===== src/include/tjoh_regs.svh =====
`ifndef TJOH_REGS_SVH
`define TJOH_REGS_SVH
`define TJOH_LINK_STRIDE     12'h100
`define TJOH_OFF_RX_CONC_LO  8'h56
`define TJOH_OFF_RX_MAINT    8'h57
`define TJOH_OFF_RX_SW_AL    8'h58
`define TJOH_OFF_IRQ_EN      8'h5c
`define TJOH_OFF_FLAGS       8'h5d
`define TJOH_OFF_MODE        8'h62
`define TJOH_OFF_TX_CONC_LO  8'h65
`define TJOH_OFF_TX_MAINT    8'h66
`define TJOH_OFF_TX_SW_AL    8'h67
`define TJOH_OFF_MAINT0      8'h6b
`define TJOH_OFF_MAINT1      8'h6c
`define TJOH_BIT_DEBOUNCE    4
`define TJOH_BIT_FRAME_GEN_DISABLE        0
`define TJOH_BIT_CRC_INSERT_BYPASS      1
`define TJOH_BIT_DLBYP       2
`define TJOH_BIT_AUTO_YEL    5
`define TJOH_BIT_MAN_YEL     4
`define TJOH_BIT_MIMIC       3
`define TJOH_BIT_ALIGN       2
`define TJOH_BIT_ZEROS       1
`define TJOH_BIT_ONES        0
`define TJOH_RESET_BYTE      8'h00
`define TJOH_IDLE_T1         16'hffff
`define TJOH_IDLE_J1         16'hff7e
`define TJOH_FRAME_BITS      8'd193
`define TJOH_ESF_FRAMES      5'd24
`define TJOH_SLC_FRAMES      7'd72
`define TJOH_LFSR_SEED       8'ha5
`endif


===== src/include/tjoh_pkg.sv =====
package tjoh_pkg;
    typedef enum logic [1:0] {
        TJOH_FMT_SF  = 2'h0,
        TJOH_FMT_ESF = 2'h1,
        TJOH_FMT_DM  = 2'h3,
        TJOH_FMT_SLC = 2'h2
    } tjoh_fmt_t;

    typedef struct packed {
        logic [10:0] conc;
        logic [2:0]  maint;
        logic [3:0]  sw;
        logic [1:0]  alarm;
    } tjoh_oh_t;

    typedef struct packed {
        logic [11:0] addr;
        logic [7:0]  wdata;
        logic        wr;
        logic        rd;
    } tjoh_bus_t;
endpackage : tjoh_pkg


===== src/design/tjoh_top.sv =====
// The implementer's own choice: the strobed register port.
`timescale 1ns/100ps
// Function
// RULE1 - Receive concentrator is 11 bits, two registers
// RULE2 - Debounce needs two matching frames before update
// RULE3 - Hold received fields while out of sync
// RULE4 - Switch bits 5:2, alarm bits 1:0
// RULE5 - Control bit 4 enables two-frame debounce
// RULE6 - Flag bits 3..0 mark stored field change
// RULE7 - Enabled flags drive active-low interrupt
// RULE8 - Mode bit 0 disables frame generation
// RULE9 - ESF data link gets idle or data
// RULE10 - DM channel 24 bit 6 gets HDLC
// RULE11 - SLC overhead replaced from transmit registers
// RULE12 - ESF CRC-6 of previous multiframe inserted
// RULE13 - Concentrator sent LSB first
// RULE14 - Maintenance, switch, alarm sent index-1 first
// RULE15 - Transmit fields need SLC, generation, no bypass
// RULE16 - Auto yellow follows receive red alarm
// RULE17 - Manual yellow inserts unconditionally
// RULE18 - Bit after each F-bit copies it
// RULE19 - Four links at 0x100 spacing
// RULE20 - Alignment toggle slips one transmit bit
// RULE21 - Force all zeros or all ones
// RULE22 - Write one clears a change flag
// RULE23 - Flag only on real stored change
`include "tjoh_regs.svh"
module tjoh_top
    import tjoh_pkg::*;
(
    input  wire logic              core_clk,
    input  wire logic              sys_rst,
    input  wire logic [11:0]       bus_addr,
    input  wire logic [7:0]        bus_wdata,
    input  wire logic              bus_wr,
    input  wire logic              bus_rd,
    output logic      [7:0]        bus_rdata,
    output logic                   irq_n,
    input  wire logic [3:0]        j1_mode,
    input  wire logic [7:0]        fmt_sel,
    input  wire logic [3:0]        rx_slc_sync,
    input  wire logic [3:0]        rx_red_alarm,
    input  wire logic [3:0]        rx_oh_strobe,
    input  wire tjoh_oh_t [3:0]    rx_oh,
    input  wire logic [3:0]        tx_bit_en,
    input  wire logic [3:0]        tx_din,
    input  wire logic [3:0]        tx_hdlc_bit,
    input  wire logic [3:0]        tx_hdlc_valid,
    output logic      [3:0]        tx_dout,
    output logic      [3:0]        tx_yellow
);
    // Address bits 11:10 must be zero; bits 9:8 select the link
    function automatic logic hit(input logic [11:0] a, input logic [7:0] off, input logic [1:0] l);
        hit = (a[11:10] == 2'b00) && (a[9:8] == l) && (a[7:0] == off);
    endfunction : hit

    logic [7:0]  rdata_mux [0:3];
    logic [3:0]  irq_vec;

    genvar g;
    generate
        for (g = 0; g < 4; g = g + 1) begin : g_link
            tjoh_fmt_t fmt;
            assign fmt = tjoh_fmt_t'(fmt_sel[2*g +: 2]);

            logic [7:0] irq_en_reg, mode_reg, m0_reg, m1_reg;
            logic [3:0] flags_reg, flags_next;
            tjoh_oh_t   st_reg, pend_reg, st_next, tx_oh_reg;
            logic       pend_ok_reg;

            wire w_en  = bus_wr && hit(bus_addr, `TJOH_OFF_IRQ_EN, 2'(g)); // RULE19
            wire w_fl  = bus_wr && hit(bus_addr, `TJOH_OFF_FLAGS, 2'(g));
            wire w_md  = bus_wr && hit(bus_addr, `TJOH_OFF_MODE, 2'(g));
            wire w_m0  = bus_wr && hit(bus_addr, `TJOH_OFF_MAINT0, 2'(g));
            wire w_m1  = bus_wr && hit(bus_addr, `TJOH_OFF_MAINT1, 2'(g));
            wire w_tc  = bus_wr && hit(bus_addr, `TJOH_OFF_TX_CONC_LO, 2'(g));
            wire w_tm  = bus_wr && hit(bus_addr, `TJOH_OFF_TX_MAINT, 2'(g));
            wire w_ts  = bus_wr && hit(bus_addr, `TJOH_OFF_TX_SW_AL, 2'(g));

            wire debounce = irq_en_reg[`TJOH_BIT_DEBOUNCE]; // RULE5
            wire upd_ok   = rx_oh_strobe[g] && rx_slc_sync[g]; // RULE3
            wire match    = pend_ok_reg && (pend_reg == rx_oh[g]);
            wire take     = upd_ok && (!debounce || match); // RULE2
            assign st_next = take ? rx_oh[g] : st_reg;
            wire [3:0] chg = {st_next.alarm != st_reg.alarm, st_next.sw != st_reg.sw,
                              st_next.maint != st_reg.maint, st_next.conc != st_reg.conc}; // RULE6 RULE23
            // Set wins over a same-cycle clear
            assign flags_next = (flags_reg & ~(w_fl ? bus_wdata[3:0] : 4'h0)) | chg; // RULE22
            assign irq_vec[g] = |(flags_reg & irq_en_reg[3:0]); // RULE7

            always_ff @(posedge core_clk) begin
                if (sys_rst) begin
                    st_reg      <= '0;
                    pend_reg    <= '0;
                    pend_ok_reg <= 1'b0;
                    flags_reg   <= 4'h0;
                end else begin
                    st_reg    <= st_next;
                    flags_reg <= flags_next;
                    if (upd_ok) begin
                        pend_reg    <= rx_oh[g];
                        pend_ok_reg <= 1'b1;
                    end else if (!rx_slc_sync[g]) begin
                        pend_ok_reg <= 1'b0;
                    end
                end
            end

            always_ff @(posedge core_clk) begin
                if (sys_rst) begin
                    irq_en_reg <= `TJOH_RESET_BYTE;
                    mode_reg   <= `TJOH_RESET_BYTE;
                    m0_reg     <= `TJOH_RESET_BYTE;
                    m1_reg     <= `TJOH_RESET_BYTE;
                    tx_oh_reg  <= '0;
                end else begin
                    if (w_en) irq_en_reg <= {3'h0, bus_wdata[4:0]};
                    if (w_md) mode_reg   <= {5'h0, bus_wdata[2:0]};
                    if (w_m0) m0_reg     <= {2'h0, bus_wdata[5:4], 4'h0};
                    if (w_m1) m1_reg     <= {4'h0, bus_wdata[3:0]};
                    if (w_tc) tx_oh_reg.conc[7:0] <= bus_wdata;
                    if (w_tm) begin
                        tx_oh_reg.conc[10:8] <= bus_wdata[2:0];
                        tx_oh_reg.maint      <= bus_wdata[5:3];
                    end
                    if (w_ts) begin
                        tx_oh_reg.sw    <= bus_wdata[5:2];
                        tx_oh_reg.alarm <= bus_wdata[1:0];
                    end
                end
            end

            // Transmit frame position counters, CRC, idle pattern, slip and F-bit copy state
            logic [7:0] bit_reg;
            logic [6:0] frm_reg;
            logic [5:0] crc_reg, crc_prev_reg;
            logic [3:0] idle_reg;
            logic [7:0] lfsr_reg;
            logic       align_q_reg, slip_pend_reg, slip_rep_reg, last_bit_reg, last_f_reg;
            logic [4:0] oh_idx_reg;

            wire gen_on   = !mode_reg[`TJOH_BIT_FRAME_GEN_DISABLE]; // RULE8
            wire dl_byp   = mode_reg[`TJOH_BIT_DLBYP];
            wire crc_byp  = mode_reg[`TJOH_BIT_CRC_INSERT_BYPASS];
            wire is_f     = (bit_reg == 8'd0);
            wire [6:0] mlen = (fmt == TJOH_FMT_SLC) ? `TJOH_SLC_FRAMES : 7'(`TJOH_ESF_FRAMES);
            wire esf_dl   = is_f && !frm_reg[0];
            wire esf_crc  = is_f && (frm_reg[1:0] == 2'd1);
            // Data link on odd ESF frames when counted from one
            wire [4:0] ci = 5'(frm_reg[6:2]);
            // Twenty odd frames from 33 on, so all twenty overhead bits fit
            wire slc_oh   = is_f && frm_reg[0] && (frm_reg >= 7'd33);
            wire [4:0] oi = oh_idx_reg;
            // Conc, maint, switch, alarm in turn, each lowest index first
            wire [19:0] tx_flat = {tx_oh_reg.alarm, tx_oh_reg.sw, tx_oh_reg.maint, tx_oh_reg.conc}; // RULE13 RULE14
            wire sel_bit  = tx_flat[oi];
            // Bit 6 of channel 24 lies five places after the channel's first bit
            wire dm_d     = (bit_reg == 8'd190);
            wire [15:0] idle = j1_mode[g] ? `TJOH_IDLE_J1 : `TJOH_IDLE_T1;
            logic base;
            always_comb begin
                base = tx_din[g];
                if (gen_on) begin
                    if (fmt == TJOH_FMT_ESF && esf_dl && !dl_byp)
                        base = tx_hdlc_valid[g] ? tx_hdlc_bit[g] : idle[idle_reg]; // RULE9
                    else if (fmt == TJOH_FMT_ESF && esf_crc && !crc_byp)
                        base = crc_prev_reg[3'(ci % 5'd6)]; // RULE12
                    else if (fmt == TJOH_FMT_DM && dm_d && !dl_byp)
                        base = tx_hdlc_bit[g]; // RULE10
                    else if (fmt == TJOH_FMT_SLC && slc_oh && !dl_byp)
                        base = sel_bit; // RULE11 RULE15
                    else if (bit_reg == 8'd1 && m1_reg[`TJOH_BIT_MIMIC])
                        base = last_f_reg; // RULE18
                end
                if (slip_rep_reg) base = last_bit_reg; // RULE20
                if (m1_reg[`TJOH_BIT_ZEROS]) base = 1'b0; // RULE21
                else if (m1_reg[`TJOH_BIT_ONES]) base = 1'b1;
            end
            wire slip_now = slip_pend_reg && tx_bit_en[g] && lfsr_reg[0];
            wire slip_rep = slip_now && lfsr_reg[1];
            // A deletion steps over one position; it may be the F position that is lost
            wire [8:0] bit_step = {1'b0, bit_reg} + ((slip_now && !lfsr_reg[1]) ? 9'd2 : 9'd1);
            wire       bit_wrap = bit_step >= 9'(`TJOH_FRAME_BITS);
            wire [8:0] bit_fold = bit_step - 9'(`TJOH_FRAME_BITS);

            always_ff @(posedge core_clk) begin
                if (sys_rst) begin
                    bit_reg       <= 8'd0;
                    frm_reg       <= 7'd0;
                    crc_reg       <= 6'h0;
                    crc_prev_reg  <= 6'h0;
                    idle_reg      <= 4'h0;
                    lfsr_reg      <= `TJOH_LFSR_SEED;
                    align_q_reg   <= 1'b0;
                    slip_pend_reg <= 1'b0;
                    slip_rep_reg  <= 1'b0;
                    last_bit_reg  <= 1'b0;
                    last_f_reg    <= 1'b0;
                    oh_idx_reg    <= 5'h0;
                    tx_dout[g]    <= 1'b0;
                    tx_yellow[g]  <= 1'b0;
                end else begin
                    lfsr_reg    <= {lfsr_reg[6:0], lfsr_reg[7] ^ lfsr_reg[5] ^ lfsr_reg[4] ^ lfsr_reg[3]};
                    align_q_reg <= m1_reg[`TJOH_BIT_ALIGN];
                    if (align_q_reg != m1_reg[`TJOH_BIT_ALIGN]) slip_pend_reg <= 1'b1; // RULE20
                    else if (slip_now) slip_pend_reg <= 1'b0;
                    tx_yellow[g] <= m0_reg[`TJOH_BIT_MAN_YEL] ||
                                    (m0_reg[`TJOH_BIT_AUTO_YEL] && rx_red_alarm[g]); // RULE16 RULE17
                    if (tx_bit_en[g]) begin
                        tx_dout[g]   <= base;
                        last_bit_reg <= base;
                        slip_rep_reg <= slip_rep;
                        if (is_f) last_f_reg <= base;
                        if (fmt == TJOH_FMT_ESF && esf_dl) idle_reg <= idle_reg + 4'd1;
                        if (slc_oh) oh_idx_reg <= (oh_idx_reg == 5'd19) ? 5'd0 : oh_idx_reg + 5'd1;
                        crc_reg <= {crc_reg[4:0], 1'b0} ^ ((crc_reg[5] ^ base) ? 6'h03 : 6'h00);
                        // Deletion skips a bit position; repetition holds the counter
                        if (!slip_rep) begin
                            if (bit_wrap) begin
                                bit_reg <= bit_fold[7:0];
                                if (frm_reg == mlen - 7'd1) begin
                                    frm_reg <= 7'd0;
                                    crc_prev_reg <= crc_reg;
                                    crc_reg <= 6'h0;
                                    oh_idx_reg <= 5'h0;
                                end else begin
                                    frm_reg <= frm_reg + 7'd1;
                                end
                            end else begin
                                bit_reg <= bit_step[7:0];
                            end
                        end
                    end
                end
            end

            logic [7:0] rsel;
            always_comb begin
                rsel = 8'h00;
                if (hit(bus_addr, `TJOH_OFF_RX_CONC_LO, 2'(g))) rsel = st_reg.conc[7:0]; // RULE1
                if (hit(bus_addr, `TJOH_OFF_RX_MAINT, 2'(g)))   rsel = {2'h0, st_reg.maint, st_reg.conc[10:8]};
                if (hit(bus_addr, `TJOH_OFF_RX_SW_AL, 2'(g)))   rsel = {2'h0, st_reg.sw, st_reg.alarm}; // RULE4
                if (hit(bus_addr, `TJOH_OFF_IRQ_EN, 2'(g)))     rsel = irq_en_reg;
                if (hit(bus_addr, `TJOH_OFF_FLAGS, 2'(g)))      rsel = {4'h0, flags_reg};
                if (hit(bus_addr, `TJOH_OFF_MODE, 2'(g)))       rsel = mode_reg;
                if (hit(bus_addr, `TJOH_OFF_TX_CONC_LO, 2'(g))) rsel = tx_oh_reg.conc[7:0];
                if (hit(bus_addr, `TJOH_OFF_TX_MAINT, 2'(g)))   rsel = {2'h0, tx_oh_reg.maint, tx_oh_reg.conc[10:8]};
                if (hit(bus_addr, `TJOH_OFF_TX_SW_AL, 2'(g)))   rsel = {2'h0, tx_oh_reg.sw, tx_oh_reg.alarm};
                if (hit(bus_addr, `TJOH_OFF_MAINT0, 2'(g)))     rsel = m0_reg;
                if (hit(bus_addr, `TJOH_OFF_MAINT1, 2'(g)))     rsel = m1_reg;
            end
            assign rdata_mux[g] = rsel;
        end
    endgenerate

    // Unmapped addresses read as zero
    wire [7:0] rd_any = rdata_mux[0] | rdata_mux[1] | rdata_mux[2] | rdata_mux[3];

    always_ff @(posedge core_clk) begin
        if (sys_rst) begin
            bus_rdata <= 8'h00;
            irq_n     <= 1'b1;
        end else begin
            bus_rdata <= bus_rd ? rd_any : 8'h00;
            irq_n     <= ~(|irq_vec); // RULE7
        end
    end
endmodule : tjoh_top


===== config.mk =====
export PLATFORM = sky130hd
export DESIGN_NAME = tjoh_top
export DESIGN_NICKNAME = d
export VERILOG_FILES = /design/src/include/tjoh_pkg.sv /design/src/design/tjoh_top.sv
export VERILOG_INCLUDE_DIRS = /design/src /design/src/include
export SDC_FILE = /design/constraint.sdc
export NUM_CORES = 2
export LEC_CHECK = 0
export BUFFER_PORTS_ARGS = -buffer_cell sky130_fd_sc_hd__buf_2
export CAP_MARGIN = 20
export CELL_PAD_IN_SITES_DETAIL_PLACEMENT = 1
export CELL_PAD_IN_SITES_GLOBAL_PLACEMENT = 1
export CORE_UTILIZATION = 42
export DETAILED_ROUTE_END_ITERATION = 10
export PLACE_DENSITY = 0.8
export SYNTH_ARGS = -nofsm -noshare
export SYNTH_HDL_FRONTEND = slang
export SYNTH_SLANG_ARGS = --single-unit

===== constraint.sdc =====
create_clock -name core_clk -period 4.35 [get_ports core_clk]
set_clock_uncertainty 0.1 [all_clocks]
set_input_delay 0.435 -clock core_clk [delete_from_list [all_inputs] [get_ports core_clk]]
set_output_delay 0.435 -clock core_clk [all_outputs]
set_load 0.1 [all_outputs]

==> impl_results.md <==
* Status: finished, final reports clean
* CTS buffer count at 60
* First-pass GRT wire length at 152,000 µm
* Max-cap violations at 0
* Residual DRC count at 0
* Syn nets at 3,629
* Initial antenna violation count at 13
* Post-Syn Area per Cell at 8.22 µm²
* Post-synthesis cell type count at 98
* Post-CTS setup repair buffer count at 0
* Nets@finish at 3,768
* Net Sw Power at 2.95 mW
* Root Buffer: clkbuf_16
* YS warnings at 0
* # rows at 94
* Via count at 26,636
* Clk slew on worst S/H paths at 0.06 ns
* Max-slew violations at 0
* Worst r2r src: g_link[1].lfsr_reg[1]
* Htree depth at 2
* Hold WS at 0.0244 ns
* Count of input and output buffers at 160
* CP startpoint kind: register
* Placed Area at 0.0298 mm²
* Finished Layout Cells at 4,500
* Async SR Flop Fraction at 0%
* Part of the cycle the worst path needs at 89.0%
* Wire per inst at 21.6 µm
* Ranking of synthesized cells by area: dfxtp_1 (37%), mux2i_1 (6.7%), nand2_1 (6.5%)
* Antenna-violating nets left at 0
* Comb pwr share at 9.2%
* Gr usage total at 28.0%
* Clock sinks at 525
* Ports at 161
* Initial Utilization at 42.7%
* Core area at 0.0662 mm²
* Vias in the first global route at 27,151
* Unrepaired setup endpoints after global routing: no
* # setup viols final at 0
* Most common cell after layout, fill and taps aside: dfxtp_1
* Int Pwr at 8.52 mW
* Switch share at 25.7%
* DR pass1 iterations at 6
* Crit path max fanout at 12
* WS Path Type: reg -> reg
* GP Congestion at 0.960
* Largest net degree at the start of global routing at 149
* Yosys top cell by area: dfxtp_1
* DR iter-0 viols at 2,134
* Worst vdd ir at 0.323 mV
* Post-DP HPWL at 66,900 µm
* Seq/Total Area, Yosys at 37.2%
* Gate Count Post-Synth at 3,441
* Total grt overflow at 0
* Vias per cell at 5.92
* Die area at 0.0684 mm²
* Mapped cell area at 0.0283 mm²
* Post-synth EDFFs at 0
* Post-Route WL at 97,100 µm
* Die W at 261 µm
* Share of the synthesized area in the top cell type at 37.2%
* Main synth FF type: dfxtp_1
* Clock share of power at 46.5%
* CTS max path bufs at 3
* Worst path arrival time at 4.28 ns
* Commonest non-fill, non-tap cells in the layout: dfxtp_1 (525), nand2_1 (488), nor2_1 (339)
* Worst skew pair latency at 0.65 ns
* Minimum clock period at 3.87 ns
* LEAKAGE at 12.3 nW
* Seq pwr share at 44.3%
* Worst hold path class: in -> reg
* Place WS at 0.370 ns
* CTS tree: yes
* Setup TNS at 0 ns
* Final hold violation count at 0
* Worst EP required at 4.76 ns
* Pwr dens at 350 mW/mm²
* Min-delay src: rx_oh[49]
* Share of cells above drive strength 1 at 11.8%
* Final Instance Area at 0.0328 mm²
* Area grow syn2layout at 15.9%
* Max_slew headroom at 31.9%
* Worst slew pin tran at 1.01 ns
* Fmax at 258 MHz
* Worst setup margin at 0.478 ns
* Die span in y at 261 µm
* Post-Place Cells at 4,295
* CP endpoint kind: register
* Flops & latches, synth at 525
* Critical path origin: g_link[1].lfsr_reg[1]
through the flow:
step	total power, mW	util (%)
floorplan	5.78	-
global placement	6.12	45.0
detailed placement	6.15	45.0
CTS	11.5	49.5
global route	11.9	49.5
finish	11.5	49.5
cells in the mapped netlist, drive strengths merged (26+ instances only):
master and number:
clkbuf 202, xnor2 118, dfxtp 525, ha 40, a211oi 26, nand3 109, o21ai 85, nor2 339
mux2i 188, a21oi 302, nand2 488, or2 27, nor2b 57, a221oi 34, buf 27, nand2b 45
xor2 122, nor3 70, nor4 47, a22oi 48, and3 26, nand4 45, inv 59, a22o 31
cells by family after synthesis:
logic type,Yosys count,synth area share [%]
compound gates,726,16.8
xor+xnor,243,7.67
fa+ha+maj,44,2.05
buf+inv,288,3.95
flops,525,37.2
mux,225,8.69
simple gates,1390,23.7
repair_timing:
| action | 4_1_cts | 5_1_grt |
|---|---|---|
| hold buffers | 87 | 0 |
| setup endpoints to repair | 0 | 0 |
| gates resized for setup | 0 | 0 |
| endpoints found under the hold margin | 97 | 0 |
critical path, cell delays in order (launching register included):
cell	delay, ns
dfxtp_1	0.31
nand4b_1	0.21
ha_1	0.24
fa_1	0.45
or2_2	0.34
o22a_1	0.20
a211oi_1	0.32
o21ai_0	0.30
a21oi_2	0.53
o21ai_0	0.18
a21oi_1	0.20
mux2_2	0.37
final cells by class:
type | instances | area, µm²
diodes | 5 | 12.5
clock buffers | 81 | 1660
clock inverters | 32 | 407
fillers | 7878 | 33500
inverters | 59 | 221
multi-input cells | 2628 | 16700
repair buffers | 306 | 2150
flip-flops and latches | 525 | 10500
well taps | 864 | 1080
per-layer routing:
layer	GRT usage (%)	part of all wire, %	vias up
met5	0	0.062	-
li1	-	-	12479
met3	4.44	6.0	246
met1	35.6	43	13043
met2	47.2	47	856
met4	10.9	3.7	12
path summary, 6_finish.rpt:
| kind | cells past startpoint | endpoint | slack [ns] |
|---|---|---|---|
| worst max-delay path | 11 | g_link[1].bit_reg[4] | 0.48 |
| worst min-delay path | 3 | g_link[2].pend_reg[9] | 0.02 |
| worst max register to register | 11 | g_link[1].bit_reg[4] | 0.48 |
| worst min register to register | 1 | g_link[3].lfsr_reg[7] | 0.31 |
power groups by stage:
stage | Sequential [mW] | Clock, mW | Combinational, mW
4_1_cts | 5.08 | 5.41 | 1.04
3_5_place_dp | 5.18 | 0 | 0.970
5_1_grt | 5.09 | 5.62 | 1.15
6_report | 5.08 | 5.33 | 1.06
2_1_floorplan | 5.13 | 0 | 0.649
3_3_place_gp | 5.18 | 0 | 0.941
(Power assumes the default switching activity.)
